===== src/hdl/mbd_cfg.svh =====
// address decode, timing and layout constants for the mpu bus glue block
`ifndef MBD_CFG_SVH
`define MBD_CFG_SVH
`define MBD_CLK_MHZ 200
`define MBD_PHI_MHZ_X100 125
// system clocks per half phase period: 200 MHz / 1.25 MHz / 2
`define MBD_PHI_HALF ((`MBD_CLK_MHZ * 100) / (`MBD_PHI_MHZ_X100 * 2))
`define MBD_ROM_TOP_BIT 15
`define MBD_ROM_LOW_BIT 11
`define MBD_ROM_CODES 5'h0C
`define MBD_ROM_HIGH_CODE 5'h0F
`define MBD_ROM_SELECTS 14
`define MBD_RAM_PAIR_BIT 10
// region codes on address bits 15..11 used for ram and i/o
`define MBD_RAM_REGION 5'h0D
`define MBD_IO_REGION 5'h0E
`define MBD_IO_STROBES 12
`define MBD_IO_SERIAL_DATA 4'h0
`define MBD_IO_LATCH_SEL 4'h1
`define MBD_IO_IRQ_STATUS 4'h2
`define MBD_IO_ADAPTER 4'h3
`define MBD_LATCH_CLOCKS 6
`define MBD_SHIFT_DIV 8
`define MBD_BITS 8
`define MBD_IRQ_SOURCES 5
`endif


===== src/hdl/mbd_pkg.sv =====
// types shared by the mpu bus glue block
package mbd_pkg;
    typedef enum logic [1:0] {MBD_IDLE, MBD_ALIGN, MBD_SHIFT} mbd_ser_state_t;
    typedef logic [7:0] mbd_byte_t;
    typedef logic [15:0] mbd_addr_t;
endpackage : mbd_pkg


===== src/hdl/mbd_phase_gen.sv =====
// two-phase non-overlapping processor clock generator
`timescale 1ns/1ps
`include "mbd_cfg.svh"
module mbd_phase_gen (
    input wire logic clk_i, // system clock
    input wire logic rst_i, // sync reset
    output logic phi1_o, // phase one
    output logic phi2_o, // phase two
    output logic phi2_rise_o // one-cycle pulse at phase two start
);
    logic [7:0] cnt;
    logic half;
    always_ff @(posedge clk_i) begin
        if (rst_i) begin
            cnt <= 8'h00;
            half <= 1'b0;
        end else if (cnt == 8'(`MBD_PHI_HALF - 1)) begin
            cnt <= 8'h00;
            half <= ~half;
        end else begin
            cnt <= cnt + 8'h01;
        end
    end
    // one dead cycle at each edge keeps the phases from overlapping
    always_ff @(posedge clk_i) begin
        if (rst_i) begin
            phi1_o <= 1'b0;
            phi2_o <= 1'b0;
            phi2_rise_o <= 1'b0;
        end else begin
            phi1_o <= ~half && cnt != 8'h00;
            phi2_o <= half && cnt != 8'h00;
            phi2_rise_o <= half && cnt == 8'h01;
        end
    end
endmodule : mbd_phase_gen


===== src/hdl/mbd_glue.sv =====
// mpu bus qualifier, decoder, interrupt merge and serial port
//
// Overview of operation
// - memory and adapter strobes only during a valid memory cycle
// - device selector enable needs valid cycle and phase one together, but cycles are taken at phase two start, so it never asserts
// - on read the addressed unit drives the bus, buffers in drive mode for i/o region reads only
// - on write the addressed unit captures the bus, adapter receives
// - phase two gives the 1.25 MHz timing reference for sequencing
// - i/o buffer links only while enabled, direction from read/write
// - address bits 15..11 decode to 14 rom selects, codes 0..12 and 15
// - program rom region spans 28K bytes, fetched over the address bus
// - ram pairs of 4-bit parts form bytes, address bit 10 picks pair
// - ram enable lies inside the cycle so writes complete first
// - power fail inhibits all ram addressing
// - address bits 0..3 decode to 12 i/o strobes
// - five request sources merge into one interrupt request
// - merged request line goes low while any source requests
// - interrupt status register shows the requesting sources
// - the interrupt path has no hardware mask
// - control byte written to serial register loads on load enable
// - latch select code stored, decoded to six clocks at phase two/64
// - octal counter makes shift clock every 8 phase two cycles
// - exactly 8 bits shift out during one latch clock period
// - serial data goes out on one of three serial lines
// - two non-overlapping 1.25 MHz phases derived from fast clock
// - 16-bit address bus and 8-bit bidirectional data bus
`timescale 1ns/1ps
`include "mbd_cfg.svh"
module mbd_glue (
    input wire logic clk_i, // 200 MHz system clock
    input wire logic rst_i, // sync reset, active high
    input wire logic wb_cyc_i, // wishbone cycle
    input wire logic wb_stb_i, // wishbone strobe
    input wire logic wb_we_i, // wishbone write
    input wire logic [3:0] wb_sel_i, // byte lanes
    input wire mbd_pkg::mbd_addr_t wb_adr_i, // processor address
    input wire logic [31:0] wb_dat_i, // write data
    output logic [31:0] wb_dat_o, // read data
    output logic wb_ack_o, // acknowledge
    input wire logic power_fail_i, // battery protect active
    input wire logic keypad_request_i, // source level, high = request
    input wire logic integrator_request_i, // source level
    input wire logic conversion_done_request_i, // source level
    input wire logic bus_adapter_request_i, // source level
    input wire logic power_fail_request_i, // source level
    input wire mbd_pkg::mbd_byte_t mem_rdata_i, // rom/ram/adapter data
    output logic phi1_o, // phase one clock
    output logic phi2_o, // phase two clock
    output logic valid_memory_cycle_o, // qualified bus cycle
    output logic read_not_write_o, // bus direction, 1 = read
    output logic [13:0] rom_chip_select_n_o, // rom selects, low active
    output logic [1:0] ram_access_enable_n_o, // ram pair enables
    output logic io_buffer_link_enable_o, // i/o buffer enable
    output logic io_buffer_drive_o, // buffer drives toward processor
    output logic bus_adapter_enable_n_o, // adapter select
    output logic [11:0] io_strobe_o, // i/o strobes
    output mbd_pkg::mbd_byte_t bus_wdata_o, // data toward memory
    output logic irq_n_o, // merged interrupt request, low active
    output logic [5:0] latch_clock_o, // six latch clocks
    output logic [2:0] serial_line_o, // three serial data lines
    output logic serial_busy_o // transfer in progress
);
    import mbd_pkg::*;

    logic phi1, phi2, phi2_rise;
    logic req, take, rd, io_hit, ram_hit, rom_hit;
    logic [4:0] region;
    logic [4:0] irq_src;
    logic serial_load_enable;
    logic [3:0] latch_clock_select;
    logic [2:0] div8;
    logic [3:0] bit_cnt;
    mbd_byte_t shreg;
    mbd_ser_state_t state;
    logic serial_line_a;

    mbd_phase_gen u_phase (
        .clk_i(clk_i),
        .rst_i(rst_i),
        .phi1_o(phi1),
        .phi2_o(phi2),
        .phi2_rise_o(phi2_rise)
    );

    assign req = wb_cyc_i && wb_stb_i;
    // requests are held until the next phase two start, like a real cycle
    assign take = req && !wb_ack_o && phi2_rise;
    assign rd = !wb_we_i;
    assign region = wb_adr_i[`MBD_ROM_TOP_BIT:`MBD_ROM_LOW_BIT];
    assign rom_hit = rd && (region <= `MBD_ROM_CODES ||
                            region == `MBD_ROM_HIGH_CODE);
    assign ram_hit = region == `MBD_RAM_REGION && !power_fail_i;
    assign io_hit = region == `MBD_IO_REGION;
    assign irq_src = {power_fail_request_i, bus_adapter_request_i,
                      conversion_done_request_i, integrator_request_i,
                      keypad_request_i};

    always_ff @(posedge clk_i) begin
        if (rst_i) begin
            phi1_o <= 1'b0;
            phi2_o <= 1'b0;
        end else begin
            phi1_o <= phi1;
            phi2_o <= phi2;
        end
    end

    // bus cycle qualifiers and chip selects
    always_ff @(posedge clk_i) begin
        if (rst_i) begin
            valid_memory_cycle_o <= 1'b0;
            read_not_write_o <= 1'b1;
            rom_chip_select_n_o <= '1;
            ram_access_enable_n_o <= 2'b11;
            bus_adapter_enable_n_o <= 1'b1;
            io_buffer_link_enable_o <= 1'b0;
            io_buffer_drive_o <= 1'b0;
            io_strobe_o <= 12'h000;
            bus_wdata_o <= 8'h00;
        end else begin
            valid_memory_cycle_o <= take;
            read_not_write_o <= take ? rd : 1'b1;
            bus_wdata_o <= take ? wb_dat_i[7:0] : bus_wdata_o;
            rom_chip_select_n_o <= '1;
            if (take && rom_hit) begin
                if (region == `MBD_ROM_HIGH_CODE) begin
                    rom_chip_select_n_o[13] <= 1'b0;
                end else begin
                    rom_chip_select_n_o[region[3:0]] <= 1'b0;
                end
            end
            ram_access_enable_n_o <= 2'b11;
            if (take && ram_hit) begin
                // one-cycle enable wholly inside the held request
                ram_access_enable_n_o[wb_adr_i[`MBD_RAM_PAIR_BIT]]
                    <= 1'b0;
            end
            bus_adapter_enable_n_o <= !(take && io_hit &&
                wb_adr_i[3:0] == `MBD_IO_ADAPTER);
            // selector gated by valid cycle and phase one
            io_buffer_link_enable_o <= take && io_hit && phi1;
            io_buffer_drive_o <= take && io_hit && rd;
            io_strobe_o <= 12'h000;
            if (take && io_hit && wb_adr_i[3:0] < 4'(`MBD_IO_STROBES)) begin
                io_strobe_o[wb_adr_i[3:0]] <= 1'b1;
            end
        end
    end

    // wishbone answer: ack one cycle after the cycle is taken
    always_ff @(posedge clk_i) begin
        if (rst_i) begin
            wb_ack_o <= 1'b0;
            wb_dat_o <= 32'h0000_0000;
        end else begin
            wb_ack_o <= take;
            if (take && rd) begin
                if (io_hit && wb_adr_i[3:0] == `MBD_IO_IRQ_STATUS) begin
                    wb_dat_o <= {27'h0, irq_src};
                end else if (io_hit && wb_adr_i[3:0] == `MBD_IO_LATCH_SEL)
                begin
                    wb_dat_o <= {28'h0, latch_clock_select};
                end else if (rom_hit || ram_hit || (io_hit &&
                    wb_adr_i[3:0] < 4'(`MBD_IO_STROBES))) begin
                    wb_dat_o <= {24'h0, mem_rdata_i};
                end else begin
                    wb_dat_o <= 32'h0000_0000;
                end
            end
        end
    end

    // no mask anywhere on this path
    always_ff @(posedge clk_i) begin
        if (rst_i) begin
            irq_n_o <= 1'b1;
        end else begin
            irq_n_o <= ~|irq_src;
        end
    end

    // load enable and latch select capture, write side of the port
    always_ff @(posedge clk_i) begin
        if (rst_i) begin
            serial_load_enable <= 1'b0;
            latch_clock_select <= 4'h0;
        end else begin
            serial_load_enable <= take && io_hit && !rd && wb_sel_i[0] &&
                wb_adr_i[3:0] == `MBD_IO_SERIAL_DATA;
            if (take && io_hit && !rd && wb_sel_i[0] &&
                wb_adr_i[3:0] == `MBD_IO_LATCH_SEL) begin
                latch_clock_select <= wb_dat_i[3:0];
            end
        end
    end

    // octal divider of phase two
    always_ff @(posedge clk_i) begin
        if (rst_i) begin
            div8 <= 3'h0;
        end else if (phi2_rise) begin
            div8 <= div8 + 3'h1;
        end
    end

    // shifter: align to divider, then 8 shifts, msb first
    always_ff @(posedge clk_i) begin
        if (rst_i) begin
            state <= MBD_IDLE;
            shreg <= 8'h00;
            bit_cnt <= 4'h0;
            serial_line_a <= 1'b0;
        end else begin
            case (state)
                MBD_IDLE: begin
                    if (serial_load_enable) begin
                        shreg <= bus_wdata_o;
                        state <= MBD_ALIGN;
                    end
                end
                // msb goes out with the latch clock rise, so all 8 bits
                // stand a full shift period inside the latch clock
                MBD_ALIGN: begin
                    if (phi2_rise && div8 == 3'h7) begin
                        state <= MBD_SHIFT;
                        serial_line_a <= shreg[7];
                        shreg <= {shreg[6:0], 1'b0};
                        bit_cnt <= 4'h1;
                    end
                end
                MBD_SHIFT: begin
                    if (phi2_rise && div8 == 3'h7) begin
                        if (bit_cnt == 4'(`MBD_BITS)) begin
                            state <= MBD_IDLE;
                        end else begin
                            serial_line_a <= shreg[7];
                            shreg <= {shreg[6:0], 1'b0};
                            bit_cnt <= bit_cnt + 4'h1;
                        end
                    end
                end
                default: state <= MBD_IDLE;
            endcase
        end
    end

    // latch clock high across the whole 8-bit shift; line fans by select
    always_ff @(posedge clk_i) begin
        if (rst_i) begin
            latch_clock_o <= 6'h00;
            serial_line_o <= 3'h0;
            serial_busy_o <= 1'b0;
        end else begin
            serial_busy_o <= state != MBD_IDLE;
            latch_clock_o <= 6'h00;
            if (state == MBD_SHIFT &&
                latch_clock_select < 4'(`MBD_LATCH_CLOCKS)) begin
                latch_clock_o[latch_clock_select[2:0]] <= 1'b1;
            end
            // line 0 analog latches, 1 bias supply, 2 recorder
            serial_line_o <= {latch_clock_select == 4'h5,
                              latch_clock_select == 4'h4,
                              latch_clock_select < 4'h4}
                             & {3{serial_line_a}};
        end
    end

    // assertions
    strobe_needs_cycle_a: assert property (@(posedge clk_i) disable iff
        (rst_i) (&rom_chip_select_n_o == 1'b0 ||
        ram_access_enable_n_o != 2'b11) |-> valid_memory_cycle_o)
        else $error("strobe outside valid cycle");
    selector_phase_a: assert property (@(posedge clk_i) disable iff (rst_i)
        io_buffer_link_enable_o |-> valid_memory_cycle_o &&
        $past(phi1))
        else $error("selector enable without phase one");
    read_drive_a: assert property (@(posedge clk_i) disable iff (rst_i)
        io_buffer_drive_o |-> read_not_write_o)
        else $error("buffer drives on write");
    rom_one_hot_a: assert property (@(posedge clk_i) disable iff (rst_i)
        $onehot0(~rom_chip_select_n_o))
        else $error("more than one rom selected");
    ram_fail_a: assert property (@(posedge clk_i) disable iff (rst_i)
        $past(power_fail_i) |-> ram_access_enable_n_o == 2'b11)
        else $error("ram enabled during power fail");
    irq_merge_a: assert property (@(posedge clk_i) disable iff (rst_i)
        |irq_src |=> !irq_n_o)
        else $error("request not merged");
    serial_len_a: assert property (@(posedge clk_i) disable iff (rst_i)
        $rose(state == MBD_SHIFT) |-> ##[60:70] state == MBD_SHIFT)
        else $error("shift ended early");
    shift_step_a: assert property (@(posedge clk_i) disable iff (rst_i)
        state == MBD_SHIFT && $changed(bit_cnt) |-> $past(div8) == 3'h7)
        else $error("shift off divider");
    hold_line_a: assert property (@(posedge clk_i) disable iff (rst_i)
        state == MBD_IDLE && $past(state) == MBD_IDLE |->
        $stable(serial_line_a))
        else $error("line moved between transfers");
    cov_rom_c: cover property (@(posedge clk_i) !rom_chip_select_n_o[0]);
    cov_ram_c: cover property (@(posedge clk_i) !ram_access_enable_n_o[1]);
    cov_irq_c: cover property (@(posedge clk_i) $fell(irq_n_o));
    cov_ser_c: cover property (@(posedge clk_i) $fell(serial_busy_o));
endmodule : mbd_glue


===== config.mk =====
export PLATFORM = sky130hd
export DESIGN_NAME = mbd_glue
export DESIGN_NICKNAME = d
export VERILOG_FILES = /design/src/hdl/mbd_pkg.sv /design/src/hdl/mbd_phase_gen.sv /design/src/hdl/mbd_glue.sv
export VERILOG_INCLUDE_DIRS = /design/src /design/src/hdl
export SDC_FILE = /design/constraint.sdc
export NUM_CORES = 1
export LEC_CHECK = 0
export BUFFER_PORTS_ARGS = -buffer_cell sky130_fd_sc_hd__buf_4
export CAP_MARGIN = 10
export CORE_AREA = 4 4 101 103
export DETAILED_ROUTE_END_ITERATION = 10
export DIE_AREA = 0 0 105 107
export PLACE_DENSITY = 0.74
export SKIP_LAST_GASP = 1
export SYNTH_ARGS = -nofsm -noshare
export SYNTH_HDL_FRONTEND = slang
export SYNTH_HIERARCHICAL = 1
export SYNTH_SLANG_ARGS = --single-unit

===== constraint.sdc =====
create_clock -name clk_i -period 2 [get_ports clk_i]
set_clock_uncertainty 0.05 [all_clocks]
set_input_delay 0.5 -clock clk_i [delete_from_list [all_inputs] [get_ports clk_i]]
set_output_delay 0.5 -clock clk_i [all_outputs]
set_load 0.01 [all_outputs]

==> out/results.txt, run 1 <==
CP max stage delay = 0.44 ns
post-layout util = 0.552
Avg Vias per Cell = 5.08
width of the die = 105 um
dpl hpwl = 7310 um
# IOs = 158
largest cells by area after synthesis = dfxtp_1, nor2_1, buf_4
Seq/Total Area, Yosys = 0.481
Final Critical Period = 1.91 ns
Synth area leader = dfxtp_1
total track usage = 0.169
hold path start = wb_adr_i[10]
Slew Limit Fails = 0
FF+latch count, synth = 97
root buf cell = clkbuf_8
Clock transition at path regs = 0.10 ns
Mapped Avg Cell Area = 9.32 sq um
RR Endpoint = shreg[0]
number of synthesized flops with an enable pin = 0
crit start category = register
worst flop-to-flop path startpoint = bit_cnt[0]
hold path cells = 2
worst setup margin = 0.0923 ns
routed vias = 3353
outcome = finished, final reports clean
layout cells sized above 1 = 0.279
cell area after synthesis = 4040 sq um
# hold bufs at CTS = 0
DR WL/cell = 14.6 um
Post-Place Worst Slack = -0.114 ns
GP Congestion = 0.808
# setup viols final = 0
WHS Endpoint = ram_access_enable_n_o[1]
Leak = 2.07 nW
Initial DRC Count = 130
critical path required time = 2.19 ns
Final Hold Viols = 0
FMAX = 524 MHz
port buffer count = 100
grt ovf = 0
Max-cap violations = 0
Die H = 107 um
Arrival @ worst endpoint = 2.09 ns
TritonCTS clock tree = yes
antenna-violating nets left = 0
critical-path cell list = inv_1 -> ha_1 -> and4b_1 -> a2111oi_4 -> buf_2 -> nand2b_1 -> a21oi_1
vias in the first global route = 3270
CP max FO = 8
top cell type's share of synthesized area = 0.481
Placeable Area = 9200 sq um
RSZ-0062 raised after global routing = yes
Slew headroom = 0.656
Least-Margin Pin Slew = 0.511 ns
Power Density = 751 nW/um^2
worst reg2reg path depth = 7
CP max-delay cell = dfxtp_1
min-delay worst type = in -> reg
Period Utilization, post-route = 0.954
kind of critical path = reg -> reg
initial antenna violation count = 0
DRC Markers = 0
placed cell count = 643
Netlist cell types = 55
Post-Syn Instances = 433
die area = 11200 sq um
# nets final = 628
VDD IR max = 0.000429 V
Initial Util = 0.439
Synth Warn # = 6
CTS max path bufs = 2
TritonCTS Buffers = 9
FF-to-FF setup slack = 0.09 ns
Row Count = 35
H-tree lvl count = 3
clock latency on the worst-skew pair = 0.35 ns
Setup TNS Final = 0 ns
most used flip-flop cell after synthesis = dfxtp_1
number of antenna diodes = 0
total clock sinks = 97
drt first pass iters = 5
Finished Layout Cells = 660
global-route wire length before repair = 15500 um
area growth from synthesis to layout = 25.7%
crit path capture type = register
largest net degree at the start of global routing = 29
drt total wl = 9650 um
Async SR Flop Fraction = 0
==> placed cells by master, fill, tap and decap left out, types with 3 or more instances in the layout <==
master / n
xnor2_1: 3
and4b_1: 3
nor2b_1: 3
mux2i_1: 17
nand4b_1: 3
nor2_1: 56
a22oi_1: 4
nand3b_1: 5
or3_1: 3
o21ai_0: 5
dfxtp_1: 96
buf_4: 116
nor4_1: 4
a21oi_1: 22
nand4_1: 6
nand2_1: 53
a2111oi_2: 4
clkbuf_8: 10
a211oi_1: 8
nor3_1: 9
ha_1: 13
conb_1: 24
and2b_1: 3
inv_1: 14
nand3_1: 14
nand2b_1: 10
==> routing by layer <==
metal	global-route usage	up-vias	wire length, um
met1	0.201	1588	4090
li1	-	1652	-
met3	0.0439	10	574
met5	0	-	0
met2	0.300	103	4850
met4	0.0487	0	142
==> where the power goes <==
part | internal [mW] | switching (mW) | total [mW]
Combinational | 0.203 | 0.241 | 0.444
Sequential | 1.99 | 0.0442 | 2.04
Clock | 0.634 | 0.697 | 1.33
Total | 2.83 | 0.982 | 3.81
==> cells by family after synthesis <==
| logic type | Yosys count | synth area share |
|---|---|---|
| AND/OR/NAND/NOR | 192 | 0.245 |
| flip-flops | 97 | 0.481 |
| AO/OA/AOI/OAI | 55 | 0.100 |
| buffers and inverters | 55 | 0.0837 |
| multiplexers | 17 | 0.0422 |
| adder cells (fa/ha/maj) | 13 | 0.0403 |
| XOR/XNOR | 3 | 0.00651 |
| other | 1 | 0.000929 |
==> state kept, by name (all words and copies together), names as in the netlist, 2 cells and up <==
signal,cells
bus_wdata_o,8
wb_dat_o,8
shreg,8
u_phase/cnt,8
bit_cnt,4
latch_clock_select,4
state,2
rom_chip_select_n_o,14
io_strobe_o,12
ram_access_enable_n_o,2
latch_clock_o,6
serial_line_o,3
div8,3
==> cell usage after synthesis, drive strengths merged (2+ instances only) <==
| cell | number |
|---|---|
| o21bai | 2 |
| a2111oi | 6 |
| o21ai | 6 |
| nor4b | 2 |
| and4b | 4 |
| nor2 | 58 |
| nor2b | 4 |
| nand4b | 3 |
| dfxtp | 97 |
| buf | 31 |
| a21oi | 22 |
| clkbuf | 10 |
| inv | 14 |
| a211oi | 8 |
| nand4 | 6 |
| nor3 | 10 |
| or4b | 2 |
| or2 | 2 |
| or4 | 2 |
| a22oi | 4 |
| xnor2 | 3 |
| mux2i | 17 |
| ha | 13 |
| or3 | 5 |
| nand3b | 5 |
| nand3 | 16 |
| nor4 | 4 |
| nand2 | 54 |
| and2b | 3 |
| nand2b | 10 |
==> how the worst max path moves through the flow <==
stage                  from           to  slack, ns  cells past startpoint
2_1_floorplan      state[0]     shreg[6]      0.002                      9
3_3_place_gp   wb_adr_i[15]  wb_dat_o[3]      -0.04                      6
3_5_place_dp   wb_adr_i[15]  wb_dat_o[3]      -0.11                      6
4_1_cts            state[0]     shreg[6]       0.05                      8
5_1_grt            state[0]     shreg[0]      -0.03                      7
6_report         bit_cnt[0]     shreg[0]       0.09                      7
==> worst max-delay path: cells and delay by family (launching register included) <==
family / cells / cell delay, ns
simple gates: 2 / 0.35
flops: 1 / 0.44
fa+ha+maj: 1 / 0.21
buf+inv: 2 / 0.33
compound gates: 2 / 0.41
==> what timing repair did <==
action,in CTS,in global routing
endpoints found under the setup margin,0,11
gates resized for setup,0,2
buffers inserted,0,0
==> final cells by class <==
class	instances	area, sq um
Fill cell	819	4120
Multi-Input combinational cell	304	1840
Clock buffer	11	141
Inverter	14	52.6
Tap cell	111	139
Sequential cell	97	1940
Clock inverter	5	67.6
Timing Repair Buffer	118	887
==> metrics by stage <==
stage,cell area [sq um],power [mW],hold slack [ns]
3_5_place_dp,4850,2.51,0.403
4_1_cts,5060,3.82,0.234
5_1_grt,5070,3.98,0.228
3_3_place_gp,4850,2.49,0.404
6_report,5070,3.81,0.252
2_1_floorplan,4120,2.40,0.364
No activity file was read; power rests on OpenSTA's default activity.
==> run 2, diff against run 1 <==
==> constraint.sdc (replaced) <==
create_clock -name clk_i -period 1.6 [get_ports clk_i]
set_clock_uncertainty 0.05 [all_clocks]
set_input_delay 0.4 -clock clk_i [delete_from_list [all_inputs] [get_ports clk_i]]
set_output_delay 0.4 -clock clk_i [all_outputs]
set_load 0.01 [all_outputs]
==> run 2 against run 1 <==
The run now ends with setup timing left. Sequential power grew 25%. First-iteration DRC count grew 1.5%. Sequential cell count is the same. Via count grew 5.1%. Cell count grew 5.8%. Setup slack lost 0.24 ns. Critical path depth grew 1. Critical endpoint is now shreg[6]. Highest routed layer unchanged.
==> out/results.txt, run 2 (synthesis results as in run 1) <==
total track usage = 0.184 (+0.0145)
critical path required time = 1.83 ns (-0.36 ns)
Row Count = 35 (unchanged)
Max-cap violations = 0 (unchanged)
drt first pass iters = 4 (-1)
Arrival @ worst endpoint = 1.98 ns (-0.11 ns)
Finished Layout Cells = 698 (+5.8%)
RSZ-0062 raised after global routing = yes
die area = 11200 sq um (unchanged)
failing checks = setup timing
Worst Hold Margin = 0.168 ns (-0.0846 ns)
Initial Util = 0.439 (unchanged)
Slew Limit Fails = 0 (unchanged)
worst flop-to-flop path startpoint = state[0]
Die H = 107 um (unchanged)
Final Hold Viols = 0 (unchanged)
crit start category = register
hold path start = wb_adr_i[10]
global-route wire length before repair = 16800 um (+8.3%)
multi-input logic area = 1980 sq um (+7.4%)
number of antenna diodes = 0 (unchanged)
kind of critical path = reg -> reg
min-delay worst type = in -> reg
# nets final = 666 (+6.1%)
crit path capture type = register
Leak = 2.28 nW (+9.9%)
post-layout util = 0.602 (+0.0506)
initial antenna violation count = 0 (unchanged)
drt total wl = 10300 um (+6.9%)
Period Utilization, post-route = 1.09 (+0.141)
root buf cell = clkbuf_8
most frequent cells in the layout = buf_4, dfxtp_1, nor2_1, nand2_1, conb_1
VDD IR max = 0.000450 V (+4.7%)
width of the die = 105 um (unchanged)
sequential power share = 0.515 (-0.019)
Regs by FF count = rom_chip_select_n_o: 14 flops, io_strobe_o: 12 flops
Net Sw Frac = 0.254 (-0.00369)
area growth from synthesis to layout = 37.2%
most common cell after layout, fill and taps aside = buf_4
Biggest register = rom_chip_select_n_o
TritonCTS Buffers = 9 (unchanged)
CP max FO = 14 (+6)
Clock transition at path regs = 0.10 ns (about the same)
# hold bufs at CTS = 0 (unchanged)
DR WL/cell = 14.8 um (+1.1%)
CP startpoint = state[0]
# IOs = 158 (unchanged)
antenna-violating nets left = 0 (unchanged)
TritonCTS clock tree = yes
clock latency on the worst-skew pair = 0.35 ns (about the same)
total clock sinks = 97 (unchanged)
Final Critical Period = 1.75 ns (-0.156 ns)
grt ovf = 0 (unchanged)
Power Density = 896 nW/um^2 (+19%)
Initial DRC Count = 132 (+1.5%)
Avg Vias per Cell = 5.05 (-0.62%)
Placeable Area = 9200 sq um (unchanged)
dpl hpwl = 7940 um (+8.7%)
# setup viols final = 12 (+12)
Post-Place Worst Slack = -0.339 ns (-0.226 ns)
outcome = finished, violations left
Clock Power Share = 0.331 (-0.018)
Setup TNS Final = -1.06 ns (-1.06 ns)
DRC Markers = 0 (unchanged)
layout cells sized above 1 = 0.375 (+0.0961)
largest net degree at the start of global routing = 29 (unchanged)
combinational share of power = 0.154 (+0.038)
# fillers = 807 (-1.5%)
vias in the first global route = 3494 (+6.9%)
total internal power = 3.70 mW (+31%)
Slew headroom = 0.669 (+0.0129)
H-tree lvl count = 3 (unchanged)
Least-Margin Pin Slew = 0.490 ns (-0.0215 ns)
port buffer count = 100 (unchanged)
GP Congestion = 0.851 (+5.3%)
max reg flops = 14 (unchanged)
Psw = 1.26 mW (+28%)
FMAX = 571 MHz (+8.9%)
routed vias = 3524 (+5.1%)
placed cell count = 674 (+4.8%)
FF/Latch Area = 1950 sq um (+0.39%)
CTS max path bufs = 2 (unchanged)
worst setup margin = -0.151 ns (-0.244 ns)
==> run 2: changes by cell type in the layout (fill, tap and decap cells not counted), sizes merged <==
cell / previous run / this run
buf: 118 / 156
clkinv: 1 / 2
clkinvlp: 0 / 1
inv: 17 / 14
clkbuf: 11 / 12
==> run 2: what timing repair did <==
item,in CTS,in global routing
buffers inserted,4,4
resized for setup,11,11
gates cloned,0,0
setup endpoints to repair,30,36
pin swaps,2,6
==> run 2: path summary, 6_finish.rpt <==
path                            depth (start not counted)  slack, ns                  endpoint
worst max-delay path                                    8      -0.15                  shreg[6]
worst min-delay path                                    2       0.17  ram_access_enable_n_o[1]
worst max register to register                          8      -0.15                  shreg[6]
worst min register to register                          1       0.41                    phi2_o
==> run 2: through the flow <==
step | total power, mW | cell area, sq um
after floorplan | 3.02 | 4210
after global placement | 3.25 | 5170
after detailed placement | 3.28 | 5170
after CTS | 4.95 | 5460
after global routing | 5.17 | 5540
final | 4.96 | 5540
==> run 2: final cells by class <==
class | instances | area share
sequential | 97 | 0.352
inverter | 14 | 0.00994
clock buffer | 12 | 0.0280
timing repair buffer | 156 | 0.218
multi-input combinational | 304 | 0.357
tap | 111 | 0.0251
clock inverter | 4 | 0.00926
==> run 2: worst max-delay path, stage by stage, from the launching register on <==
cell and delay [ns]:
dfxtp_4 0.38, inv_4 0.04, ha_4 0.16, and4b_1 0.22, a2111oi_4 0.34, buf_12 0.18
buf_4 0.11, nor2_1 0.03, a211oi_1 0.15
==> run 2: power by group through the flow <==
stage	registers [mW]	clock network, mW	logic (mW)
after floorplan	2.59	0	0.432
after global placement	2.60	0	0.658
after detailed placement	2.60	0	0.677
after CTS	2.55	1.68	0.729
after global routing	2.56	1.77	0.837
final	2.55	1.64	0.765
==> run 2: metal layers <==
layer | vias up | routed length [um] | track usage
met1 | 1657 | 4160 | 0.215
met4 | 0 | 269 | 0.0694
met5 | - | 0 | 0
met2 | 109 | 5200 | 0.318
li1 | 1734 | - | -
met3 | 24 | 689 | 0.0530
